## config.mk

```make
export PLATFORM = sky130hd
export DESIGN_NAME = motor_cmp_timing
export DESIGN_NICKNAME = d
export VERILOG_FILES = /design/src/hw/motor_cmp_pkg.sv /design/src/hw/motor_cmp_timing.sv
export SDC_FILE = /design/constraint.sdc
export NUM_CORES = 1
export LEC_CHECK = 0
export ABC_AREA = 1
export CORE_ASPECT_RATIO = 0.9
export CORE_MARGIN = 5
export CORE_UTILIZATION = 55
export DETAILED_ROUTE_END_ITERATION = 8
export DONT_BUFFER_PORTS = 1
export PLACE_DENSITY = 0.71
export SLEW_MARGIN = 40
export SYNTH_ARGS = -nofsm -noshare
export SYNTH_HDL_FRONTEND = slang
export SYNTH_SLANG_ARGS = --single-unit
```

## constraint.sdc

```tcl
create_clock -name clk_i -period 1.8 [get_ports clk_i]
set_clock_uncertainty 0.05 [all_clocks]
set_input_delay 0.36 -clock clk_i [delete_from_list [all_inputs] [get_ports clk_i]]
set_output_delay 0.36 -clock clk_i [all_outputs]
set_load 0.1 [all_outputs]
```

## src/hw/motor_cmp_pkg.sv

```systemverilog
// Constants, register map and field layouts of the comparator event timing block
package motor_cmp_pkg;

	// ****************************************************************
	// Clock rates and timing counts
	// ****************************************************************
	localparam int unsigned MTC_PERIOD_NS  = 100;
	localparam int unsigned PERIPH_CLK_HZ  = 4_000_000;
	// Start-up filter time, rounded up to whole cycles
	localparam int unsigned STARTUP_NS     = 3000;
	localparam int unsigned STARTUP_CYC    = (STARTUP_NS + MTC_PERIOD_NS - 1) / MTC_PERIOD_NS;
	// One current filter sample period is four peripheral clocks
	localparam int unsigned FILT_PERIODS   = 4;
	localparam int unsigned FILT_TICK_NS   = FILT_PERIODS * (1_000_000_000 / PERIPH_CLK_HZ);
	localparam int unsigned FILT_TICK_CYC  = FILT_TICK_NS / MTC_PERIOD_NS;

	// ****************************************************************
	// Register byte offsets
	// ****************************************************************
	localparam logic [7:0] ADDR_CTRL      = 8'h00;
	localparam logic [7:0] ADDR_STATUS    = 8'h04;
	localparam logic [7:0] ADDR_IRQ_STAT  = 8'h08;
	localparam logic [7:0] ADDR_IRQ_MASK  = 8'h0C;
	localparam logic [7:0] ADDR_ZC_CAP    = 8'h10;
	localparam logic [7:0] ADDR_DEMAG_CAP = 8'h14;
	localparam logic [7:0] ADDR_TACHO_CAP = 8'h18;
	localparam logic [7:0] ADDR_TIMER     = 8'h1C;
	localparam logic [7:0] ADDR_SCF_DIV   = 8'h20;

	// ****************************************************************
	// Field positions and reset values
	// ****************************************************************
	localparam int unsigned STAT_HST_BIT     = 0;
	localparam int unsigned STAT_CL_BIT      = 1;
	localparam int unsigned STAT_STARTUP_BIT = 2;
	localparam logic [23:0] CTRL_RESET       = 24'h000000;
	localparam logic [7:0]  SCF_DIV_RESET    = 8'h05;
	localparam logic [3:0]  IRQ_MASK_RESET   = 4'h0;
	localparam logic [2:0]  REF_SEL_MAX      = 3'h6;

	// ****************************************************************
	// Comparator channel indices
	// ****************************************************************
	localparam int unsigned NUM_CMP   = 4;
	localparam int unsigned CMP_BEMF  = 0;
	localparam int unsigned CMP_DEMAG = 1;
	localparam int unsigned CMP_SENSE = 2;
	localparam int unsigned CMP_CUR   = 3;

	typedef enum logic [1:0] {
		MODE_TACHO,
		MODE_OFF_END,
		MODE_SCF,
		MODE_ON_DELAY
	} sample_mode_t;

	// Sampling configuration register, bits 23:0
	typedef struct packed {
		logic [7:0]   sample_delay_field;
		logic [3:0]   reserved;
		logic         scf_after_delay;
		logic [2:0]   current_filter_count;
		logic [2:0]   ref_threshold_select;
		logic         demag_enable;
		sample_mode_t mode;
		logic         ref_gen_enable;
		logic         cmp_clk_enable;
	} sampling_config_t;

	// Sticky event bits, also the mask layout
	typedef struct packed {
		logic current_limit;
		logic tacho;
		logic demag;
		logic zero_cross;
	} irq_bits_t;

endpackage : motor_cmp_pkg

```

## src/hw/motor_cmp_timing.sv

```systemverilog
// Comparator sampling, capture events and overcurrent shut-off behind a Wishbone slave
//
// The register addresses and the Wishbone register port were left to the implementer.
`timescale 1ns/1ps

module motor_cmp_timing #(
	parameter int unsigned TIMER_W   = 16,
	parameter int unsigned SCF_DIV_W = 8
) (
	input  wire logic                 clk_i,
	input  wire logic                 rst_i,
	input  wire logic                 wb_cyc_i,
	input  wire logic                 wb_stb_i,
	input  wire logic                 wb_we_i,
	input  wire logic [7:0]           wb_adr_i,
	input  wire logic [3:0]           wb_sel_i,
	input  wire logic [31:0]          wb_dat_i,
	output logic      [31:0]          wb_dat_o,
	output logic                      wb_ack_o,
	input  wire logic [motor_cmp_pkg::NUM_CMP-1:0] cmp_i,
	input  wire logic [5:0]           phase_pwm_req_i,
	output logic      [5:0]           phase_pwm_outputs_o,
	output logic                      sensor_state_flag_o,
	output logic                      current_limit_flag_o,
	output logic      [2:0]           ref_threshold_select_o,
	output logic                      cmp_clk_enable_o,
	output logic                      ref_gen_enable_o,
	output logic                      irq_o
);

	// ****************************************************************
	// Elaboration checks
	// ****************************************************************
	if (TIMER_W < 2 || TIMER_W > 32) begin : g_bad_timer
		$error("TIMER_W must lie in 2..32");
	end
	if (SCF_DIV_W < 1 || SCF_DIV_W > 16) begin : g_bad_div
		$error("SCF_DIV_W must lie in 1..16");
	end

	localparam logic [7:0] START_LOAD = 8'(motor_cmp_pkg::STARTUP_CYC);
	localparam logic [3:0] FILT_LOAD  = 4'(motor_cmp_pkg::FILT_TICK_CYC - 1);

	motor_cmp_pkg::sampling_config_t sampling_config_reg;
	motor_cmp_pkg::irq_bits_t        irq_stat_reg;
	motor_cmp_pkg::irq_bits_t        irq_mask_reg;
	motor_cmp_pkg::irq_bits_t        events;
	logic [SCF_DIV_W-1:0]            scf_div_reg;
	logic [TIMER_W-1:0]              motor_timer_count;
	logic [TIMER_W-1:0]              zero_cross_capture_reg;
	logic [TIMER_W-1:0]              demag_capture_reg;
	logic [TIMER_W-1:0]              tacho_capture_reg;
	logic [31:0]                     rdata;
	logic [31:0]                     wr_merged;
	logic                            wb_req;
	logic                            wb_wr;
	logic                            ack_reg;
	logic [31:0]                     dat_reg;

	// ****************************************************************
	// Input synchronisers
	// ****************************************************************
	logic [2:0]                      sync_q [motor_cmp_pkg::NUM_CMP];
	logic [motor_cmp_pkg::NUM_CMP-1:0] lvl_reg;
	logic [motor_cmp_pkg::NUM_CMP-1:0] lvl;

	for (genvar g = 0; g < motor_cmp_pkg::NUM_CMP; g++) begin : g_sync
		always_ff @(posedge clk_i) begin
			if (rst_i) begin
				sync_q[g] <= 3'h0;
			end else begin
				sync_q[g] <= {sync_q[g][1:0], cmp_i[g]};
			end
		end
		// A change counts once stages two and three agree
		always_ff @(posedge clk_i) begin
			if (rst_i) begin
				lvl_reg[g] <= 1'b0;
			end else if (sync_q[g][1] == sync_q[g][2]) begin
				lvl_reg[g] <= sync_q[g][2];
			end
		end
		// edge visible one cycle before the held level
		assign lvl[g] = (sync_q[g][1] == sync_q[g][2]) ? sync_q[g][2] : lvl_reg[g];
	end

	// ****************************************************************
	// Motor timer
	// ****************************************************************
	always_ff @(posedge clk_i) begin
		if (rst_i) begin
			motor_timer_count <= '0;
		end else begin
			motor_timer_count <= motor_timer_count + 1'b1;
		end
	end

	// ****************************************************************
	// Start-up filter
	// ****************************************************************
	logic       cmp_en;
	logic       cmp_en_d;
	logic [7:0] start_cnt;
	logic       ready;

	assign cmp_en = sampling_config_reg.cmp_clk_enable | sampling_config_reg.ref_gen_enable;
	// Enable cycle itself counts as start-up, before the counter is loaded
	assign ready  = cmp_en & cmp_en_d & (start_cnt == 8'h00);

	always_ff @(posedge clk_i) begin
		if (rst_i) begin
			cmp_en_d  <= 1'b0;
			start_cnt <= 8'h00;
		end else begin
			cmp_en_d <= cmp_en;
			if (cmp_en && !cmp_en_d) begin
				start_cnt <= START_LOAD;
			end else if (!cmp_en) begin
				start_cnt <= 8'h00;
			end else if (start_cnt != 8'h00) begin
				start_cnt <= start_cnt - 8'h01;
			end
		end
	end

	// ****************************************************************
	// Sampling clock and filter sample tick
	// ****************************************************************
	logic [SCF_DIV_W-1:0] scf_cnt;
	logic                 scf_tick;
	logic [3:0]           filt_cnt;
	logic                 filt_tick;

	assign scf_tick  = (scf_cnt == '0);
	assign filt_tick = (filt_cnt == 4'h0);

	// Divider of zero behaves as one, so the tick never stops
	always_ff @(posedge clk_i) begin
		if (rst_i) begin
			scf_cnt <= '0;
		end else if (scf_tick) begin
			scf_cnt <= (scf_div_reg == '0) ? '0 : scf_div_reg - 1'b1;
		end else begin
			scf_cnt <= scf_cnt - 1'b1;
		end
	end

	always_ff @(posedge clk_i) begin
		if (rst_i) begin
			filt_cnt <= FILT_LOAD;
		end else if (filt_tick) begin
			filt_cnt <= FILT_LOAD;
		end else begin
			filt_cnt <= filt_cnt - 4'h1;
		end
	end

	// ****************************************************************
	// PWM on detection and on-time delay
	// ****************************************************************
	logic       pwm_on;
	logic       pwm_on_d;
	logic       on_rise;
	logic [7:0] dly_cnt;
	logic       dly_armed;
	logic       dly_fire;
	logic       win_open;
	logic [7:0] dly_load;

	assign pwm_on   = |phase_pwm_req_i;
	assign on_rise  = pwm_on & ~pwm_on_d;
	assign dly_fire = dly_armed & (dly_cnt == 8'h00) & pwm_on;
	// A zero delay is served as the shortest delay
	assign dly_load = (sampling_config_reg.sample_delay_field == 8'h00) ? 8'h00 :
		sampling_config_reg.sample_delay_field - 8'h01;

	always_ff @(posedge clk_i) begin
		if (rst_i) begin
			pwm_on_d <= 1'b0;
		end else begin
			pwm_on_d <= pwm_on;
		end
	end

	// count the programmed delay from outputs on
	always_ff @(posedge clk_i) begin
		if (rst_i) begin
			dly_cnt   <= 8'h00;
			dly_armed <= 1'b0;
			win_open  <= 1'b0;
		end else if (!pwm_on) begin
			dly_armed <= 1'b0;
			win_open  <= 1'b0;
		end else if (on_rise) begin
			dly_cnt   <= dly_load;
			dly_armed <= 1'b1;
			win_open  <= 1'b0;
		end else if (dly_fire) begin
			dly_armed <= 1'b0;
			win_open  <= 1'b1;
		end else if (dly_cnt != 8'h00) begin
			dly_cnt <= dly_cnt - 8'h01;
		end
	end

	// ****************************************************************
	// Back-EMF sampling, sensor flag and zero-cross capture
	// ****************************************************************
	logic       bemf_sample;
	logic       zc_now;
	logic       zc_late;
	logic [1:0] zc_pipe;
	logic       hst_reg;
	logic       late_mode;

	assign late_mode = (sampling_config_reg.mode == motor_cmp_pkg::MODE_ON_DELAY) &
		~sampling_config_reg.scf_after_delay;

	always_comb begin
		bemf_sample = 1'b0;
		unique case (sampling_config_reg.mode)
			motor_cmp_pkg::MODE_TACHO: bemf_sample = 1'b0;
			// sample on the edge the outputs turn on
			motor_cmp_pkg::MODE_OFF_END: bemf_sample = on_rise;
			// sample at the sampling clock rate
			motor_cmp_pkg::MODE_SCF: bemf_sample = scf_tick;
			// one sample as the delay runs out, or rate sampling after it when scf_after_delay is set
			motor_cmp_pkg::MODE_ON_DELAY: bemf_sample = sampling_config_reg.scf_after_delay ?
				(win_open & scf_tick & pwm_on) : dly_fire;
		endcase
		bemf_sample = bemf_sample & ready;
	end

	assign zc_now  = bemf_sample & (lvl[motor_cmp_pkg::CMP_BEMF] != hst_reg);
	assign zc_late = zc_pipe[1];

	// sensor flag follows the sampled comparator
	always_ff @(posedge clk_i) begin
		if (rst_i) begin
			hst_reg <= 1'b0;
		end else if (bemf_sample) begin
			hst_reg <= lvl[motor_cmp_pkg::CMP_BEMF];
		end
	end

	// two more cycles to the capture
	always_ff @(posedge clk_i) begin
		if (rst_i) begin
			zc_pipe <= 2'h0;
		end else begin
			zc_pipe <= {zc_pipe[0], zc_now & late_mode};
		end
	end

	// latch the timer on a zero crossing
	always_ff @(posedge clk_i) begin
		if (rst_i) begin
			zero_cross_capture_reg <= '0;
		end else if ((zc_now && !late_mode) || zc_late) begin
			zero_cross_capture_reg <= motor_timer_count;
		end
	end

	// ****************************************************************
	// Demagnetisation and tacho captures
	// ****************************************************************
	logic demag_sample;
	logic demag_ev;
	logic demag_hst;
	logic tacho_ev;

	assign demag_sample = ready & sampling_config_reg.demag_enable & scf_tick;
	assign demag_ev     = demag_sample & (lvl[motor_cmp_pkg::CMP_DEMAG] != demag_hst);
	assign tacho_ev     = ready & (sampling_config_reg.mode == motor_cmp_pkg::MODE_TACHO) &
		(lvl[motor_cmp_pkg::CMP_SENSE] != lvl_reg[motor_cmp_pkg::CMP_SENSE]);

	// demag capture at the rate tick
	always_ff @(posedge clk_i) begin
		if (rst_i) begin
			demag_hst         <= 1'b0;
			demag_capture_reg <= '0;
		end else if (demag_sample) begin
			demag_hst <= lvl[motor_cmp_pkg::CMP_DEMAG];
			if (demag_ev) begin
				demag_capture_reg <= motor_timer_count;
			end
		end
	end

	// capture on the sense input edge
	always_ff @(posedge clk_i) begin
		if (rst_i) begin
			tacho_capture_reg <= '0;
		end else if (tacho_ev) begin
			tacho_capture_reg <= motor_timer_count;
		end
	end

	// ****************************************************************
	// Overcurrent filter and current limit
	// ****************************************************************
	logic       cur_rise;
	logic [2:0] run_cnt;
	logic       cl_set;
	logic       cl_clr;
	logic       cl_reg;
	logic       cl_next;

	assign cur_rise = lvl[motor_cmp_pkg::CMP_CUR] & ~lvl_reg[motor_cmp_pkg::CMP_CUR];

	always_comb begin
		// unfiltered: act on the first rise
		if (sampling_config_reg.current_filter_count == 3'h0) begin
			cl_set = ready & cur_rise;
		// filtered: act on the last qualifying sample
		end else begin
			cl_set = ready & filt_tick & lvl[motor_cmp_pkg::CMP_CUR] &
				(run_cnt == sampling_config_reg.current_filter_count);
		end
	end

	always_ff @(posedge clk_i) begin
		if (rst_i) begin
			run_cnt <= 3'h0;
		end else if (!ready) begin
			run_cnt <= 3'h0;
		end else if (filt_tick) begin
			// a clean sample restarts the run
			if (!lvl[motor_cmp_pkg::CMP_CUR] || cl_set) begin
				run_cnt <= 3'h0;
			end else if (run_cnt != 3'h7) begin
				run_cnt <= run_cnt + 3'h1;
			end
		end
	end

	assign cl_clr  = wb_wr & (wb_adr_i == motor_cmp_pkg::ADDR_STATUS) & wb_sel_i[0] &
		wb_dat_i[motor_cmp_pkg::STAT_CL_BIT];
	// set wins over a software clear
	assign cl_next = cl_set | (cl_reg & ~cl_clr);

	always_ff @(posedge clk_i) begin
		if (rst_i) begin
			cl_reg <= 1'b0;
		end else begin
			cl_reg <= cl_next;
		end
	end

	// outputs forced off in the setting cycle
	always_ff @(posedge clk_i) begin
		if (rst_i) begin
			phase_pwm_outputs_o <= 6'h00;
		end else begin
			phase_pwm_outputs_o <= cl_next ? 6'h00 : phase_pwm_req_i;
		end
	end

	// ****************************************************************
	// Wishbone slave
	// ****************************************************************
	function automatic logic [31:0] merge_bytes(input logic [31:0] old_v,
		input logic [31:0] new_v, input logic [3:0] sel);
		logic [31:0] res;
		res = old_v;
		for (int b = 0; b < 4; b++) begin
			if (sel[b]) begin
				res[b*8 +: 8] = new_v[b*8 +: 8];
			end
		end
		return res;
	endfunction : merge_bytes

	assign wb_req    = wb_cyc_i & wb_stb_i;
	// Writes act once, in the cycle the ack is raised
	assign wb_wr     = wb_req & wb_we_i & ~ack_reg;
	assign wr_merged = merge_bytes({8'h00, sampling_config_reg}, wb_dat_i, wb_sel_i);

	always_ff @(posedge clk_i) begin
		if (rst_i) begin
			ack_reg <= 1'b0;
		end else begin
			ack_reg <= wb_req & ~ack_reg;
		end
	end

	always_ff @(posedge clk_i) begin
		if (rst_i) begin
			sampling_config_reg <= motor_cmp_pkg::CTRL_RESET;
		end else if (wb_wr && wb_adr_i == motor_cmp_pkg::ADDR_CTRL) begin
			sampling_config_reg <= wr_merged[23:0];
			// code 111 has no threshold, held at 110
			if (wr_merged[7:5] > motor_cmp_pkg::REF_SEL_MAX) begin
				sampling_config_reg.ref_threshold_select <= motor_cmp_pkg::REF_SEL_MAX;
			end
		end
	end

	always_ff @(posedge clk_i) begin
		if (rst_i) begin
			scf_div_reg  <= SCF_DIV_W'(motor_cmp_pkg::SCF_DIV_RESET);
			irq_mask_reg <= motor_cmp_pkg::IRQ_MASK_RESET;
		end else if (wb_wr && wb_sel_i[0]) begin
			if (wb_adr_i == motor_cmp_pkg::ADDR_SCF_DIV) begin
				scf_div_reg <= wb_dat_i[SCF_DIV_W-1:0];
			end
			if (wb_adr_i == motor_cmp_pkg::ADDR_IRQ_MASK) begin
				irq_mask_reg <= wb_dat_i[3:0];
			end
		end
	end

	// Events win over a write-one clear in the same cycle
	assign events = '{current_limit: cl_set, tacho: tacho_ev, demag: demag_ev,
		zero_cross: (zc_now & ~late_mode) | zc_late};

	always_ff @(posedge clk_i) begin
		if (rst_i) begin
			irq_stat_reg <= '0;
		end else if (wb_wr && wb_sel_i[0] && wb_adr_i == motor_cmp_pkg::ADDR_IRQ_STAT) begin
			irq_stat_reg <= (irq_stat_reg & ~wb_dat_i[3:0]) | events;
		end else begin
			irq_stat_reg <= irq_stat_reg | events;
		end
	end

	always_comb begin
		rdata = 32'h00000000;
		unique case (wb_adr_i)
			motor_cmp_pkg::ADDR_CTRL:      rdata = {8'h00, sampling_config_reg};
			motor_cmp_pkg::ADDR_STATUS: begin
				rdata[motor_cmp_pkg::STAT_HST_BIT]     = hst_reg;
				rdata[motor_cmp_pkg::STAT_CL_BIT]      = cl_reg;
				rdata[motor_cmp_pkg::STAT_STARTUP_BIT] = cmp_en & ~ready;
			end
			motor_cmp_pkg::ADDR_IRQ_STAT:  rdata[3:0] = irq_stat_reg;
			motor_cmp_pkg::ADDR_IRQ_MASK:  rdata[3:0] = irq_mask_reg;
			motor_cmp_pkg::ADDR_ZC_CAP:    rdata[TIMER_W-1:0] = zero_cross_capture_reg;
			motor_cmp_pkg::ADDR_DEMAG_CAP: rdata[TIMER_W-1:0] = demag_capture_reg;
			motor_cmp_pkg::ADDR_TACHO_CAP: rdata[TIMER_W-1:0] = tacho_capture_reg;
			motor_cmp_pkg::ADDR_TIMER:     rdata[TIMER_W-1:0] = motor_timer_count;
			motor_cmp_pkg::ADDR_SCF_DIV:   rdata[SCF_DIV_W-1:0] = scf_div_reg;
			default:                       rdata = 32'h00000000;
		endcase
	end

	always_ff @(posedge clk_i) begin
		if (rst_i) begin
			dat_reg <= 32'h00000000;
		end else if (wb_req && !ack_reg) begin
			dat_reg <= rdata;
		end
	end

	// ****************************************************************
	// Outputs
	// ****************************************************************
	assign wb_ack_o               = ack_reg;
	assign wb_dat_o               = dat_reg;
	assign sensor_state_flag_o    = hst_reg;
	assign current_limit_flag_o   = cl_reg;
	assign ref_threshold_select_o = sampling_config_reg.ref_threshold_select;
	assign cmp_clk_enable_o       = sampling_config_reg.cmp_clk_enable;
	assign ref_gen_enable_o       = sampling_config_reg.ref_gen_enable;
	assign irq_o                  = |(irq_stat_reg & irq_mask_reg);

endmodule : motor_cmp_timing

```

==> results of run 1 <==
==> logic make-up after synthesis <==
logic type	synth area share
buffers and inverters	0.1051
AO/OA/AOI/OAI	0.2004
adder cells (fa/ha/maj)	0.01711
flip-flops	0.4356
XOR/XNOR	0.02295
other	0.0004272
AND/OR/NAND/NOR	0.2184
==> final cells by class <==
class	instances	area [um^2]
clock buffers	22	464.2
multi-input cells	787	4390
fillers	1267	4616
inverters	159	604.3
flip-flops and latches	191	3837
well taps	202	252.7
clock inverters	9	62.56
repair buffers	144	1321
==> critical path, delay by kind of cell, from the launching register on <==
family                     cells  cell delay, ps
buffers and inverters          3             450
adders and majority gates      1             120
DFF                            1             320
AOI/OAI and AO/OA              1             230
and+or+nand+nor                3             620
==> cells in the final DEF (no fill, tap or decap), drive strengths merged <==
master	n
nor3	17
a211oi	12
nand3b	1
nand2	169
a221oi	3
nand4	8
o21ai	113
conb	8
a31oi	8
nand3	63
clkinvlp	4
a21oi	144
xnor2	10
o22ai	11
nor4	1
o21a	3
or2	1
nor3b	3
a21o	1
dlygate4sd3	23
a311oi	1
o221ai	2
buf	119
nor2	171
clkbuf	24
o2bb2ai	7
dfxtp	191
xor2	13
inv	159
clkinv	5
a21boi	1
ha	12
o211ai	4
==> stage by stage <==
step | instance area (um^2) | setup slack [ps] | util | std cells | hold slack [ps]
detailed placement | 9691 | -116.4 | 0.6232 | 1452 | 325.9
global placement | 9691 | -61.85 | 0.6232 | 1452 | 325.0
finish | 10930 | -104.4 | 0.7031 | 1514 | 23.82
floorplan | 8813 | 11.32 | - | 1194 | 316.0
CTS | 10610 | -62.57 | 0.6826 | 1511 | 5.477
global route | 10930 | -186.0 | 0.7031 | 1514 | 13.37
==> layer usage <==
layer,vias up,wire length (um),global-route usage
met1,3749,10180,0.3284
met2,303,11150,0.4166
li1,4091,-,-
met3,28,2056,0.05936
met4,0,360,0.07434
met5,-,0,0
==> worst max-delay path by stage <==
stage / end / cells past startpoint / slack, ps
2_1_floorplan: zero_cross_capture_reg[0] / 8 / 10
3_3_place_gp: wb_dat_o[0] / 10 / -60
3_5_place_dp: wb_dat_o[0] / 10 / -120
4_1_cts: run_cnt[0] / 11 / -60
5_1_grt: tacho_capture_reg[1] / 10 / -190
6_report: tacho_capture_reg[10] / 8 / -100
==> power by group through the flow <==
stage | Sequential (W) | Clock (W) | Combinational [W]
2_1_floorplan | 0.00490 | 0 | 0.00121
3_3_place_gp | 0.00466 | 0 | 0.00183
3_5_place_dp | 0.00466 | 0 | 0.00187
4_1_cts | 0.00457 | 0.00351 | 0.00194
5_1_grt | 0.00460 | 0.00369 | 0.00219
6_report | 0.00458 | 0.00346 | 0.00197
==> what timing repair did <==
| action | 4_1_cts | 5_1_grt |
|---|---|---|
| hold buffers | 24 | 0 |
| gates cloned | 1 | 2 |
| hold endpoints to repair | 75 | 0 |
| endpoints found under the setup margin | 44 | 79 |
| gates resized for setup | 21 | 70 |
| pin swaps | 2 | 13 |
| setup buffers | 3 | 2 |
==> results.txt, run 1 <==
The total wire length after detailed routing is 23740 um. The startpoint identified for the worst hold timing path is wb_dat_i[2]. Each instance of the synthesized netlist takes up on average 7.394 um^2. In this run the critical register-to-register path is captured at tacho_capture_reg[10].

The first global-routing pass estimated 37110 um of wire. The tool flagged a number of max-cap violations equal to 0. The number of buffers inserted during clock tree synthesis is 17. The die width came out at 143.2 um. From synthesis to final layout, the design area changed by 24.56%. The TritonCTS sink count was 191.

The count of H-tree levels built during CTS is 4. Fraction of final layout cells with drive strength greater than 1: 0.2066. The tools report the root buffer cell as sky130_fd_sc_hd__clkbuf_16. The run gives 0.6418 as the relative max-transition margin. Summed over all nets, the switching power comes to 0.003020 W.

The average wire per cell in the routed design is 15.68 um. Of all nets on the critical path, the largest fanout is 33. The logs give 0 for the final hold violation count and 0 for the final number of max-transition violations.

The run gives 15920 um as the post-detailed-placement half-perimeter wirelength. STA classifies the critical path endpoint as a flip-flop. The run gives 0.0008893 V as the peak ir drop on the vdd network. End point of the most critical hold path: scf_div_reg[2]. After floorplanning, the core was divided into 43 placement rows.

The tools report the number of global-route vias before repair as 7594. The number of synthesized flops with an enable pin is 0, and the setup total negative slack is -3386 ps. By area the synthesized netlist is led by sky130_fd_sc_hd__dfxtp_1 (44%), sky130_fd_sc_hd__a21oi_1 (7.4%), sky130_fd_sc_hd__nand2_1 (7.1%).

The critical path starts at start_cnt[0]. The run gives 2200 ps as the arrival time of the worst setup path. The total routing usage reported by global routing was 0.2512. The worst-case setup margin in the final layout came out at -104.4 ps. For the worst setup path, the data required time is 2090 ps. Cell internal power was estimated by the tool at 0.006979 W. The sequential fraction of design power is 0.458.

In this run the standard cell core region covers 0.01555 mm^2. The clock-pin transition on the worst setup and hold timing paths works out to 70 ps. By startpoint and endpoint, the worst setup path is classified as reg -> reg. In this run the worst hold path is classified as in -> reg. Entering global routing, the biggest net connects 63 pins. In this run the critical register-to-register path is launched from start_cnt[0]. The detailed router placed 8171 vias in this run. For the fraction of power consumed by the clock network, the log shows 0.346. At the end of the flow, the number of nets in the layout was 1371. Dividing total power by cell area gives a power density of 914.5 mW/mm^2.

The most used flip-flop cell after synthesis is sky130_fd_sc_hd__dfxtp_1. The post-synth design cell area is 0.008777 mm^2, and the number of flip-flops in the largest register is 24. The commonest cells after synthesis are sky130_fd_sc_hd__dfxtp_1 (191), sky130_fd_sc_hd__nand2_1 (167), sky130_fd_sc_hd__nor2_1 (160). The number of cells on the worst reg-to-reg path is 8. In this run the deepest clock path goes through 2 buffers. For this run, the number of Yosys warnings is 0.

Routability-driven placement finished with a final weighted congestion of 0.8761. The slew at the pin closest to its max-slew limit was 537.3 ps; the sequential area share after synthesis was 0.4356. The tools report the source-to-sink clock delay at the later pin of the worst-skew pair as 440 ps. The effective utilization at floorplan is 0.5645, and the count of different cell masters after synthesis is 48.

Global routing finished with a remaining overflow of 0. The setup-violating endpoint count in the final report is 52. The worst hold path passes through 2 cells. The number of buffers inserted by port buffering was 0. Summing internal, switching and leakage power gives 0.009999 W. Using the TritonRoute via totals, the vias-per-cell ratio works out to 5.397.

Counting flops and latches in the post-synthesis netlist gives 191. The async set-reset flop share out of synthesis was 0; the synthesized netlist cell count was 1187. By instance count, the leading cell after synthesis is sky130_fd_sc_hd__dfxtp_1. Walking the worst path, the cells encountered are inv_2, ha_4, nor3b_4, nand4_4, buf_6, nand3b_4, buf_12, a211oi_1.

The flow ran to the end, but the final reports show violations. The type of origin of the critical path is a flip-flop. The tools report the antenna diode instance count as 0. The worst register-to-register path has a setup slack of -100 ps. The smallest clock period supported by the final layout is computed as 1904 ps. From bottom edge to top edge, the die measures 129.8 um. Setup repair after global routing could not meet its margin everywhere. The logs give 0 for the number of antenna violations at the first check in global routing and 106 for the number of I/O pins. The switching share of total power works out to 0.3020. The slowest stage of the critical path belongs to the cell sky130_fd_sc_hd__dfxtp_2. The part of the power in combinational logic is 0.197. The largest single stage delay on the critical path is 320 ps. In the routed design, unresolved DRC markers number 0. The proportion of netlist area held by the largest area contributor is 0.4356, and the part of the cycle the worst path needs is 1.058.

The run gives 5 as the total iterations of the first detailed-routing run. The floorplan step defined a die boundary enclosing 0.01859 mm^2. For this block, the initial DRC count from the detailed router was 598. The highest clock frequency the design can meet is 525.1 MHz. The static leakage power was 4.611 nW; the remaining antenna violation count was 0. TritonCTS built the clock tree. The final reports fail on setup timing. The cell type with the highest aggregate area in the netlist was sky130_fd_sc_hd__dfxtp_1.
(Power assumes the default switching activity.)
==> run 2, diff against run 1 <==
--- a/config.mk
+++ b/config.mk
@@ -8,10 +8,11 @@
 export ABC_AREA = 1
 export CORE_ASPECT_RATIO = 0.9
 export CORE_MARGIN = 5
-export CORE_UTILIZATION = 55
+export CORE_UTILIZATION = 56
+export CTS_BUF_LIST = sky130_fd_sc_hd__clkbuf_16
 export DETAILED_ROUTE_END_ITERATION = 8
 export DONT_BUFFER_PORTS = 1
-export PLACE_DENSITY = 0.71
+export PLACE_DENSITY = 0.72
 export SLEW_MARGIN = 40
 export SYNTH_ARGS = -nofsm -noshare
 export SYNTH_HDL_FRONTEND = slang
==> run 2 against run 1 <==
Compared with the run above: the run ends with hold timing, setup timing left; global-route usage is 0.18 points higher; first-iteration DRC count is 0.50% higher; non-clock buffer count is 17 higher; final cell count is 1.1% higher; via count is 1.2% higher; critical path depth is 2 higher; total power is 0.93% lower; clock-buffer cell count is 5 lower; sequential power hardly changed; critical path type unchanged.
==> results.txt, run 2 (same netlist as run 1, synthesis figures left out) <==
The number of antenna violations at the first check in global routing came out at 0 (unchanged). The clock-pin transition on the worst setup and hold timing paths is 70 ps (about the same), and the y dimension of the die is 128.8 um (-0.83%). The run gives 37250 um (+0.37%) as the wire length of the first global-routing pass. Leaving out fill and tap cells, the most frequent cells in the layout are sky130_fd_sc_hd__dfxtp_1 (186), sky130_fd_sc_hd__nand2_1 (161), sky130_fd_sc_hd__inv_1 (151), sky130_fd_sc_hd__nor2_1 (146), sky130_fd_sc_hd__a21oi_1 (115). The setup total negative slack is -5678 ps (-2292 ps), and the global route total overflow is 0 (unchanged). The fraction of final layout cells with drive strength greater than 1 is 0.2039 (-0.002642), and the core area is 0.01539 mm^2 (-1.0%). The run gives 4 (unchanged) as the count of H-tree levels built during CTS.

For the count of max-cap constraint violations, the log shows 0 (unchanged). Among all stages on the critical path, the largest delay is contributed by sky130_fd_sc_hd__dfxtp_1. Die width: 142.0 um (-0.83%). Required time at the endpoint of the critical path: 2070 ps (-20 ps).

The signal on the critical path passes through inv_2, ha_4, nor3b_4, nand4_4, buf_6, buf_6, nand3b_4, clkbuf_16, a21oi_2, nor2_1. The power per unit of standard cell area was 900.6 mW/mm^2 (-1.5%). The logs give 191 (unchanged) for the TritonCTS sink count and -49.40 ps (-73.22 ps) for the tightest hold margin.

The tools report the count of hold-fix buffers inserted at cts as 29 (+21%). The die footprint is 0.01828 mm^2 (-1.7%). The number of I/O pins is 106 (unchanged). Setup repair after global routing could not meet its margin everywhere. The maximum number of pins on one net before global-route repair was 78 (+24%).

The run gives 43 (unchanged) as the number of standard-cell rows in the floorplan. Broken down by cell family, the worst path's largest delay share belongs to simple AND/OR/NAND/NOR gates. The tree is rooted in a sky130_fd_sc_hd__clkbuf_16. The tools report the highest clock frequency the design can meet as 508.6 MHz (-3.1%).

The run finished, with violations left. For the total DRC errors in the routed layout, the log shows 0 (unchanged). The run gives 1447 (-0.34%) as the post-placement cell count. The average wire per cell in the routed design is 15.91 um (+1.5%). Global routing usage on met3: 0.07618 (+0.01682).

The checks that failed: hold timing, setup timing. The count of fill cells added during filler insertion was 1232 (-2.8%); the post-detailed-placement half-perimeter wirelength was 15940 um (+0.14%). The logs give 61 (+17%) for the setup-violating endpoint count in the final report and 0.3236 (-0.004863) for the met1 track utilization from global routing.

The via-per-instance ratio was 5.402 (about the same); the total routing usage reported by global routing was 0.2530 (+0.001839). The run gives 2 (unchanged) as the buffer depth of the longest clock path. The run gives 1531 (+1.1%) as the number of standard cells in the final layout excluding fillers. The final hold violation count was 4 (+4). Peak ir drop on the vdd network: 0.0009179 V (+3.2%). The static leakage power was 4.728 nW (+2.5%).

The min-delay analysis places its worst path in the category in -> reg. The total iterations of the first detailed-routing run is 5 (unchanged). The remaining antenna violation count is 0 (unchanged). The logs give 0 (unchanged) for the final number of max-transition violations and -206.7 ps (-90.30 ps) for the worst setup slack before clock tree synthesis. The combined buffer and inverter count along the critical path was 4 (+1). Largest driver fanout on the critical path: 8 (-76%). The tools report the weighted congestion at the end of routability-driven global placement as 0.8967 (+2.4%).

The via count of the routed design is 8271 (+1.2%), and the number of global-route vias before repair is 7664 (+0.92%). The part of the cycle the worst path needs works out to 1.092 (+0.03436). The number of flip-flops in the largest register was 24 (unchanged); the peak per-stage delay on the critical path was 310 ps (about the same). The final critical-path required period is 1966 ps (+61.85 ps), and the source-to-sink clock delay at the later pin of the worst-skew pair is 430 ps (about the same).

The cell that appears most often on the critical path is sky130_fd_sc_hd__buf_6. The post-synthesis to final-layout area growth is 25.30%, and the worst-case setup margin in the final layout is -166.3 ps (-61.86 ps). The type of the worst setup path was reg -> reg. Total design power: 0.009905 W (-0.93%). For the number of nets in the final layout, the log shows 1388 (+1.2%). TritonCTS built the clock tree. The logs give 0.7148 (+0.01160) for the core utilization of the finished layout and 24370 um (+2.6%) for the total wire length after detailed routing.

Number of buffers inserted by port buffering: 0 (unchanged). The run gives 601 (+0.50%) as the number of DRC markers in iteration 0. The number of buffers inserted during clock tree synthesis was 17 (unchanged). Antenna diode instance count: 0 (unchanged). STA classifies the critical path endpoint as a flip-flop. The met2 routing resource usage after global routing was 0.4133 (-0.003301). In this run the most used layer during global routing was met2. The library cell used most frequently in the layout, excluding fill and tap cells, is sky130_fd_sc_hd__dfxtp_1. The arrival time of the worst setup path came out at 2230 ps (+30 ps).

The type of origin of the critical path was a flip-flop. The tools report the effective utilization at floorplan as 0.5704 (+0.005921).
## run 2: worst register-to-register path: cells and delay by family, from the launching register on
kind,cells,cell delay (ps)
adder cells (fa/ha/maj),1,120
AND/OR/NAND/NOR,4,660
buffers and inverters,4,590
AO/OA/AOI/OAI,1,120
flip-flops,1,310
## run 2: where the power goes
group	leakage (nW)	internal [W]	switching, W
logic	2.90	0.000716	0.00121
clock network	0.272	0.00185	0.00155
registers	1.55	0.00444	0.000148
total	4.73	0.00700	0.00291
## run 2: per-layer routing
layer / up-vias / wire, um
met5: - / 0
met4: 0 / 594
met3: 42 / 2255
met2: 320 / 11210
met1: 3786 / 10310
li1: 4123 / -
## run 2: per-stage QoR
stage	hold slack (ps)	instance area (um^2)
final	-49.40	11000
after global routing	-65.96	11000
after CTS	-64.69	10460
after detailed placement	342.6	9628
after global placement	325.0	9628
after floorplan	316.0	8813
## run 2: path summary, 6_finish.rpt
| check | from | to | slack (ps) | cells past startpoint |
|---|---|---|---|---|
| max | start_cnt[1] | tacho_capture_reg[0] | -170 | 10 |
| min | rst_i | start_cnt[3] | -50 | 1 |
| max reg2reg | start_cnt[1] | tacho_capture_reg[0] | -170 | 10 |
| min reg2reg | filt_cnt[0] | filt_cnt[0] | 360 | 1 |
## run 2: cell type report
| cell class | instances | area, um^2 | share of cell area |
|---|---|---|---|
| Multi-Input combinational cell | 787 | 4320 | 0.3928 |
| Sequential cell | 191 | 3835 | 0.3487 |
| Timing Repair Buffer | 161 | 1473 | 0.1339 |
| Inverter | 159 | 601.8 | 0.05472 |
| Clock buffer | 17 | 425.4 | 0.03868 |
| Tap cell | 202 | 252.7 | 0.02298 |
| Clock inverter | 14 | 90.09 | 0.008191 |
## run 2: repair_timing
item | in CTS | in global routing
resized for setup | 3 | 76
gates cloned | 0 | 5
setup buffers | 2 | 17
endpoints found under the setup margin | 49 | 76
pin swaps | 1 | 15
hold endpoints to repair | 74 | 45
